**src/core/adrr_pkg.sv**
```systemverilog
// Constants for the converter result-data register bank.
// Assumes a 32-bit classic Wishbone slave with a 12-bit byte address.
// Operation
// Results are 16-bit, read-only to software.
// Eight unit-0 results, twenty-one unit-1 results.
// Extended control selects delivered result precision; only the 10-bit code delivers data, others read zero unless legacy is set.
// Extended control selects right or left alignment.
// 10-bit: align 0 bits 9:0, 1 bits 15:6.
// Legacy layout: 10-bit result in bits 15:6.
// Unused bits read zero; reset clears results.
package adrr_pkg;

  // ----------------------------------------------------------------
  // Bus and register map.
  // ----------------------------------------------------------------
  localparam int          ADR_W    = 12;
  localparam int          DAT_W    = 32;
  localparam logic [11:0] CTRL_OFF = 12'h000;
  localparam logic [11:0] STAT_OFF = 12'h004;
  localparam logic [11:0] U0_OFF   = 12'h100;
  localparam logic [11:0] U1_OFF   = 12'h200;

  // ----------------------------------------------------------------
  // Result storage.
  // ----------------------------------------------------------------
  localparam int          RES_W    = 10;
  localparam int          REG_W    = 16;
  localparam int          IDX_W    = 5;
  localparam logic [4:0]  U0_DEPTH = 5'h08;
  localparam logic [4:0]  U1_DEPTH = 5'h15;
  localparam int          PAD_W    = REG_W - RES_W;

  // ----------------------------------------------------------------
  // Control extension fields and reset values.
  // ----------------------------------------------------------------
  localparam int          PREC_LSB   = 0;
  localparam int          PREC_W     = 2;
  localparam int          ALIGN_BIT  = 2;
  localparam int          LEGACY_BIT = 3;
  localparam logic [1:0]  PREC_10BIT = 2'h1;
  localparam logic [1:0]  PREC_RST   = 2'h1;
  localparam logic        ALIGN_RST  = 1'h0;
  localparam logic        LEGACY_RST = 1'h0;

  // ----------------------------------------------------------------
  // Status fields.
  // ----------------------------------------------------------------
  localparam int          STAT_IDX_LSB  = 0;
  localparam int          STAT_UNIT_BIT = 5;
  localparam int          STAT_SEEN_BIT = 6;

endpackage

```
**src/core/adrr_fmt.sv**
```systemverilog
// Places one stored 10-bit result in the 16-bit result word.
// Assumes the precision, alignment and legacy controls are stable register outputs.
`timescale 1ns/1ps

module adrr_fmt (
  // Stored result.
  input  wire logic [9:0]  raw_i,
  // Layout controls.
  input  wire logic [1:0]  prec_i,
  input  wire logic        align_i,
  input  wire logic        legacy_i,
  // Formatted word.
  output logic      [15:0] word_o
);

  logic        is10_w;
  logic        left_w;
  logic [15:0] right_word_w;
  logic [15:0] left_word_w;

  // Legacy layout forces the left-aligned 10-bit placement.
  assign is10_w       = legacy_i | (prec_i == adrr_pkg::PREC_10BIT);
  assign left_w       = legacy_i | align_i;
  // Unoccupied bits are zero-filled.
  assign right_word_w = {{adrr_pkg::PAD_W{1'b0}}, raw_i};
  assign left_word_w  = {raw_i, {adrr_pkg::PAD_W{1'b0}}};
  // Only the 10-bit precision is carried; other codes deliver no data unless legacy layout is set.
  assign word_o       = !is10_w ? 16'h0000 : (left_w ? left_word_w : right_word_w);

endmodule

```
**src/core/adrr_regs.sv**
```systemverilog
// Result-data register bank of a two-unit converter with a Wishbone slave.
// Assumes the converter core presents each finished result as a one-cycle strobe.
`timescale 1ns/1ps

module adrr_regs (
  // Clock and reset.
  input  wire logic        clk_i,
  input  wire logic        rst_i,
  // Wishbone slave.
  input  wire logic        wb_cyc_i,
  input  wire logic        wb_stb_i,
  input  wire logic        wb_we_i,
  input  wire logic [11:0] wb_adr_i,
  input  wire logic [3:0]  wb_sel_i,
  input  wire logic [31:0] wb_dat_i,
  output logic      [31:0] wb_dat_o,
  output logic             wb_ack_o,
  // Converter result input.
  input  wire logic        conv_valid_i,
  input  wire logic        conv_unit_i,
  input  wire logic [4:0]  conv_index_i,
  input  wire logic [9:0]  conv_result_i,
  // Layout controls seen by the converter.
  output logic      [1:0]  result_precision_select_o,
  output logic             result_align_select_o,
  output logic             legacy_layout_o
);

  // ----------------------------------------------------------------
  // Decode helpers.
  // ----------------------------------------------------------------
  // True when the index exists in the given unit.
  function automatic logic res_ok(input logic unit, input logic [4:0] idx);
    res_ok = unit ? (idx < adrr_pkg::U1_DEPTH) : (idx < adrr_pkg::U0_DEPTH);
  endfunction

  // True when the address falls in the 128-byte window at base.
  function automatic logic in_block(input logic [11:0] adr, input logic [11:0] base);
    in_block = (adr[11:7] == base[11:7]);
  endfunction

  // ----------------------------------------------------------------
  // State.
  // ----------------------------------------------------------------
  logic [7:0][9:0]  mem0_r;
  logic [20:0][9:0] mem1_r;
  logic             ack_r;
  logic [31:0]      dat_r;
  logic [1:0]       prec_r;
  logic             align_r;
  logic             legacy_r;
  logic [4:0]       last_idx_r;
  logic             last_unit_r;
  logic             seen_r;

  // ----------------------------------------------------------------
  // Bus decode.
  // ----------------------------------------------------------------
  logic        req_w;
  logic        wr_w;
  logic        rd_w;
  logic [4:0]  idx_w;
  logic        hit_ctrl_w;
  logic        hit_stat_w;
  logic        hit_u0_w;
  logic        hit_u1_w;
  logic        conv_ok_w;
  logic        ctrl_wr_w;
  logic [9:0]  raw_sel_w;
  logic [15:0] res_word_w;
  logic [31:0] ctrl_word_w;
  logic [31:0] stat_word_w;
  logic [31:0] rd_word_w;

  assign req_w      = wb_cyc_i & wb_stb_i & ~ack_r;
  assign wr_w       = req_w & wb_we_i;
  assign rd_w       = req_w & ~wb_we_i;
  assign idx_w      = wb_adr_i[6:2];
  assign hit_ctrl_w = (wb_adr_i[11:2] == adrr_pkg::CTRL_OFF[11:2]);
  assign hit_stat_w = (wb_adr_i[11:2] == adrr_pkg::STAT_OFF[11:2]);
  assign hit_u0_w   = in_block(wb_adr_i, adrr_pkg::U0_OFF) & res_ok(1'b0, idx_w);
  assign hit_u1_w   = in_block(wb_adr_i, adrr_pkg::U1_OFF) & res_ok(1'b1, idx_w);
  assign ctrl_wr_w  = wr_w & hit_ctrl_w & wb_sel_i[0];
  assign conv_ok_w  = conv_valid_i & res_ok(conv_unit_i, conv_index_i);

  // Result read selects the stored value; software writes never reach it.
  assign raw_sel_w  = hit_u0_w ? mem0_r[idx_w[2:0]] : (hit_u1_w ? mem1_r[idx_w] : 10'h000);

  adrr_fmt u_fmt (
    .raw_i    (raw_sel_w),
    .prec_i   (prec_r),
    .align_i  (align_r),
    .legacy_i (legacy_r),
    .word_o   (res_word_w)
  );

  always_comb begin
    ctrl_word_w = 32'h0000_0000;
    ctrl_word_w[adrr_pkg::PREC_LSB +: adrr_pkg::PREC_W] = prec_r;
    ctrl_word_w[adrr_pkg::ALIGN_BIT]                    = align_r;
    ctrl_word_w[adrr_pkg::LEGACY_BIT]                   = legacy_r;
  end

  always_comb begin
    stat_word_w = 32'h0000_0000;
    stat_word_w[adrr_pkg::STAT_IDX_LSB +: adrr_pkg::IDX_W] = last_idx_r;
    stat_word_w[adrr_pkg::STAT_UNIT_BIT]                    = last_unit_r;
    stat_word_w[adrr_pkg::STAT_SEEN_BIT]                    = seen_r;
  end

  // Upper half of a result word reads zero; unmapped addresses read zero.
  assign rd_word_w = hit_ctrl_w ? ctrl_word_w :
                     hit_stat_w ? stat_word_w :
                     (hit_u0_w | hit_u1_w) ? {16'h0000, res_word_w} : 32'h0000_0000;

  // ----------------------------------------------------------------
  // Bus answer.
  // ----------------------------------------------------------------
  // Every access, mapped or not, is acknowledged one cycle after it starts.
  always_ff @(posedge clk_i) begin
    if (rst_i) begin
      ack_r <= 1'b0;
      dat_r <= 32'h0000_0000;
    end else begin
      ack_r <= req_w;
      dat_r <= rd_w ? rd_word_w : 32'h0000_0000;
    end
  end

  assign wb_ack_o = ack_r;
  assign wb_dat_o = dat_r;

  // ----------------------------------------------------------------
  // Control extension register.
  // ----------------------------------------------------------------
  always_ff @(posedge clk_i) begin
    if (rst_i) begin
      prec_r   <= adrr_pkg::PREC_RST;
      align_r  <= adrr_pkg::ALIGN_RST;
      legacy_r <= adrr_pkg::LEGACY_RST;
    end else if (ctrl_wr_w) begin
      prec_r   <= wb_dat_i[adrr_pkg::PREC_LSB +: adrr_pkg::PREC_W];
      align_r  <= wb_dat_i[adrr_pkg::ALIGN_BIT];
      legacy_r <= wb_dat_i[adrr_pkg::LEGACY_BIT];
    end
  end

  assign result_precision_select_o = prec_r;
  assign result_align_select_o     = align_r;
  assign legacy_layout_o           = legacy_r;

  // ----------------------------------------------------------------
  // Result storage.
  // ----------------------------------------------------------------
  // Only the converter strobe writes here; indices past a unit's depth are dropped.
  always_ff @(posedge clk_i) begin
    if (rst_i) begin
      mem0_r <= '0;
      mem1_r <= '0;
    end else if (conv_ok_w) begin
      if (conv_unit_i) begin
        mem1_r[conv_index_i] <= conv_result_i;
      end else begin
        mem0_r[conv_index_i[2:0]] <= conv_result_i;
      end
    end
  end

  always_ff @(posedge clk_i) begin
    if (rst_i) begin
      last_idx_r  <= 5'h00;
      last_unit_r <= 1'b0;
      seen_r      <= 1'b0;
    end else if (conv_ok_w) begin
      last_idx_r  <= conv_index_i;
      last_unit_r <= conv_unit_i;
      seen_r      <= 1'b1;
    end
  end
endmodule

```
**config.mk**
```make
export PLATFORM = sky130hd
export DESIGN_NAME = adrr_regs
export DESIGN_NICKNAME = d
export VERILOG_FILES = /design/src/core/adrr_pkg.sv /design/src/core/adrr_fmt.sv /design/src/core/adrr_regs.sv
export SDC_FILE = /design/constraint.sdc
export NUM_CORES = 1
export LEC_CHECK = 0
export BUFFER_PORTS_ARGS = -buffer_cell sky130_fd_sc_hd__buf_2
export CORE_ASPECT_RATIO = 1.25
export CORE_MARGIN = 2
export CORE_UTILIZATION = 55
export CTS_CLUSTER_SIZE = 10
export DETAILED_ROUTE_END_ITERATION = 8
export GPL_TIMING_DRIVEN = 0
export HOLD_SLACK_MARGIN = 0.12
export PLACE_DENSITY_LB_ADDON = 0.08
export REMOVE_ABC_BUFFERS = 1
export SLEW_MARGIN = 10
export SYNTH_ARGS = -nofsm -noshare
export SYNTH_HDL_FRONTEND = slang
export SYNTH_SLANG_ARGS = --single-unit
```
**constraint.sdc**
```tcl
create_clock -name clk_i -period 5.9 [get_ports clk_i]
set_input_delay 0.59 -clock clk_i [delete_from_list [all_inputs] [get_ports clk_i]]
set_output_delay 0.59 -clock clk_i [all_outputs]
set_load 0.01 [all_outputs]
```
==> metrics.md <==
| Metric | Value |
|---|---|
| Total GRT Usage | `0.2943` |
| Setup repair after global routing missed its margin | `no` |
| HPWL after DPL | `25190 µm` |
| Root Buffer | `clkbuf_16` |
| Sw Share | `0.2327` |
| # setup viols final | `0` |
| Vias in the first global route | `11010` |
| # fillers | `2249` |
| WHS Path Cells | `3` |
| Synth Area per Inst | `8.857 µm²` |
| Pre-CTS setup slack | `2.622 ns` |
| Die H | `183.7 µm` |
| Post-Syn Area | `14210 µm²` |
| Vias per cell | `5.991` |
| CP max stage delay | `0.67 ns` |
| Worst Tran Pin Value | `1.030 ns` |
| Critical path capture point type | `flop` |
| Post-synthesis sequential area ratio | `0.4481` |
| Comb power frac | `0.061` |
| PwrDens | `286.4 nW/µm²` |
| Hold-fix buffers, CTS | `0` |
| Syn. warnings | `0` |
| DR WL/cell | `20.63 µm` |
| CP top delay family | `simple AND/OR/NAND/NOR gates` |
| Reg power frac | `0.486` |
| Top cells by count, synth | `318 x dfxtp_1, 281 x nand2_1, 185 x a21oi_1, 167 x mux2i_1, 161 x nor2_1` |
| Worst-Skew Late Latency | `0.52 ns` |
| Final Critical Period | `2.776 ns` |
| GRT Residual Overflow | `0` |
| Area growth syn-to-layout | `9.662%` |
| H-tree depth | `2` |
| Setup crit start kind | `input pin` |
| Status | `finished, final reports clean` |
| Layout cells sized above 1 | `0.1177` |
| Clk sink count | `318` |
| Fmax | `360.3 MHz` |
| RePlAce Congestion | `0.9206` |
| Critical Path Stages | `8` |
| First-pass GRT wire length | `62310 µm` |
| Buffers added on ports | `57` |
| Clk_skew | `0.01411 ns` |
| Initial Util | `0.5617` |
| Worst hold margin | `0.3166 ns` |
| WP buf/inv | `2` |
| HP Class | `input pin to flop` |
| Post-CTS sizing | `0` |
| Total power | `4.462 mW` |
| Setup_tns | `0 ns` |
| Leak | `5.436 nW` |
| Initial antenna violation count | `2` |
| Postcts setup bufs | `0` |
| Highest-delay cell along the critical path | `nand4_1` |
| TritonRoute pass-1 iters | `8` |
| Internal power | `3.424 mW` |
| Initial drt markers | `1144` |
| Vias | `11540` |
| Slew margin rel. | `0.3110` |
| Worst Reg-to-Reg Cells | `5` |
| Number of buffers created by CTS | `38` |
| DIE AREA | `27140 µm²` |
| Largest cells by area after synthesis | `dfxtp_1 45%, mux2i_1 12%, nand2_1 7.4%` |
| Synth unique cells | `61` |
| Worst-path clk slew | `0.06 ns` |
| Top_reg_cell synth | `dfxtp_1` |
| Power share of the clock group | `0.453` |
| Count leader, synth | `dfxtp_1` |
| Row Count | `65` |
| Worst-path cell chain | `buf_2 > o21a_1 > o21ai_1 > nand4_1 > buf_8 > nor2_1 > nand2_1 > a21oi_1` |
| Post-synthesis cell count | `1604` |
| Chip Width | `147.7 µm` |
| Fin nets | `1652` |
| Largest net degree at the start of global routing | `142` |
| TritonCTS clock tree | `yes` |
| Remaining DRCs | `0` |
| CP Data Arrival Time | `3.22 ns` |
| Synth area leader | `dfxtp_1` |
| FFs w/ async S/R, synth | `0` |
| I/O Pins | `107` |
| Final hold viol count | `0` |
| Yosys reg bits | `318` |
| MaxCap Viol Count | `0` |
| Synth top area share | `0.4481` |
| Number of synthesized flops with an enable pin | `0` |
| Psw | `1.038 mW` |
| Core footprint | `25290 µm²` |
| Max-slew violation count | `0` |
| VDD IR max | `0.1967 mV` |
| WP data required | `6.34 ns` |
| Clock Tree Buf Depth | `3` |
| Worst setup margin | `3.124 ns` |
| Period utilisation layout | `0.4705` |
| Final wirelength | `39740 µm` |
| CP max FO | `18` |
| Setup CP Type | `input pin to flop` |
| Final ANT Viol Nets | `0` |
==> cell type report <==
class,instances,area (µm²),share of cell area
Antenna cell,2,5.005,0.0003213
Clock buffer,45,1008,0.06473
Clock inverter,2,16.27,0.001044
Inverter,10,37.54,0.002409
Multi-Input combinational cell,1144,7203,0.4624
Sequential cell,318,6366,0.4086
Tap cell,335,419.2,0.02691
Timing Repair Buffer,70,523.0,0.03357
==> per-stage QoR <==
| stage | cell area, µm² | instances | util |
|---|---|---|---|
| 5_1_grt | 15570 | 1924 | 0.6157 |
| 4_1_cts | 15570 | 1924 | 0.6157 |
| 3_5_place_dp | 14550 | 1877 | 0.5752 |
| 3_3_place_gp | 14280 | 1864 | 0.5647 |
| 6_report | 15580 | 1926 | 0.6159 |
| 2_1_floorplan | 13580 | 1472 | - |
==> sequential cells by signal (all words and copies together), names as in the netlist <==
register,cells
legacy_layout_o,1
seen_r,1
result_align_select_o,1
last_unit_r,1
mem0_r,80
last_idx_r,5
mem1_r,210
wb_ack_o,1
wb_dat_o,16
result_precision_select_o,2
==> kinds of logic after synthesis <==
family,synth area share
mux,0.1930
buf+inv,0.05082
other cells,0.0002640
flops,0.4481
simple gates,0.1863
compound gates,0.1215
==> power groups by stage <==
stage | sequential [mW] | combinational (mW) | clock [mW]
CTS | 2.17 | 0.268 | 2.06
finish | 2.17 | 0.271 | 2.02
global placement | 2.21 | 0.256 | 0
global route | 2.17 | 0.289 | 2.15
floorplan | 2.21 | 0.0953 | 0
detailed placement | 2.21 | 0.268 | 0
==> path summary, 6_finish.rpt <==
path	from	end	slack [ns]
setup / recovery	conv_index_i[0]	mem1_r[176]	3.12
hold / removal	wb_dat_i[1]	result_precision_select_o[1]	0.32
setup reg to reg	wb_ack_o	wb_dat_o[12]	3.72
hold reg to reg	mem1_r[146]	mem1_r[146]	0.45
==> placed cells by master, fill, tap and decap left out, types with 3 or more instances in the layout <==
cell / count
dfxtp_1: 318
nand2_1: 281
a21oi_1: 185
mux2i_1: 167
nor2_1: 160
nand3_1: 60
o21ai_0: 54
buf_2: 53
mux4_2: 41
clkbuf_16: 39
nor2b_1: 18
conb_1: 16
a22oi_1: 14
mux2_2: 13
o22ai_1: 12
nand4_1: 10
nand2b_1: 10
inv_1: 10
nor3_1: 7
a211oi_1: 7
buf_4: 7
nor2_4: 5
and3_1: 5
and4_1: 5
a221oi_1: 5
clkbuf_1: 5
buf_16: 5
or2_1: 4
nor2_2: 4
a31oi_1: 4
o2bb2ai_1: 4
nor3b_2: 3
nand3b_1: 3
and2_1: 3
o21ai_1: 3
nor4_1: 3
a311oi_1: 3
buf_8: 3
==> worst min-delay path, stage by stage <==
cell and delay [ns]:
buf_2 0.08, mux2i_1 0.05, nor2_1 0.07
==> layer usage <==
layer / up-vias / part of all wire / global-route usage
met5: - / 0 / 0
met4: 0 / 0.042 / 0.1215
met3: 92 / 0.065 / 0.04491
li1: 5479 / - / -
met1: 5530 / 0.44 / 0.4049
met2: 438 / 0.45 / 0.4642
(Power assumes the default switching activity.)
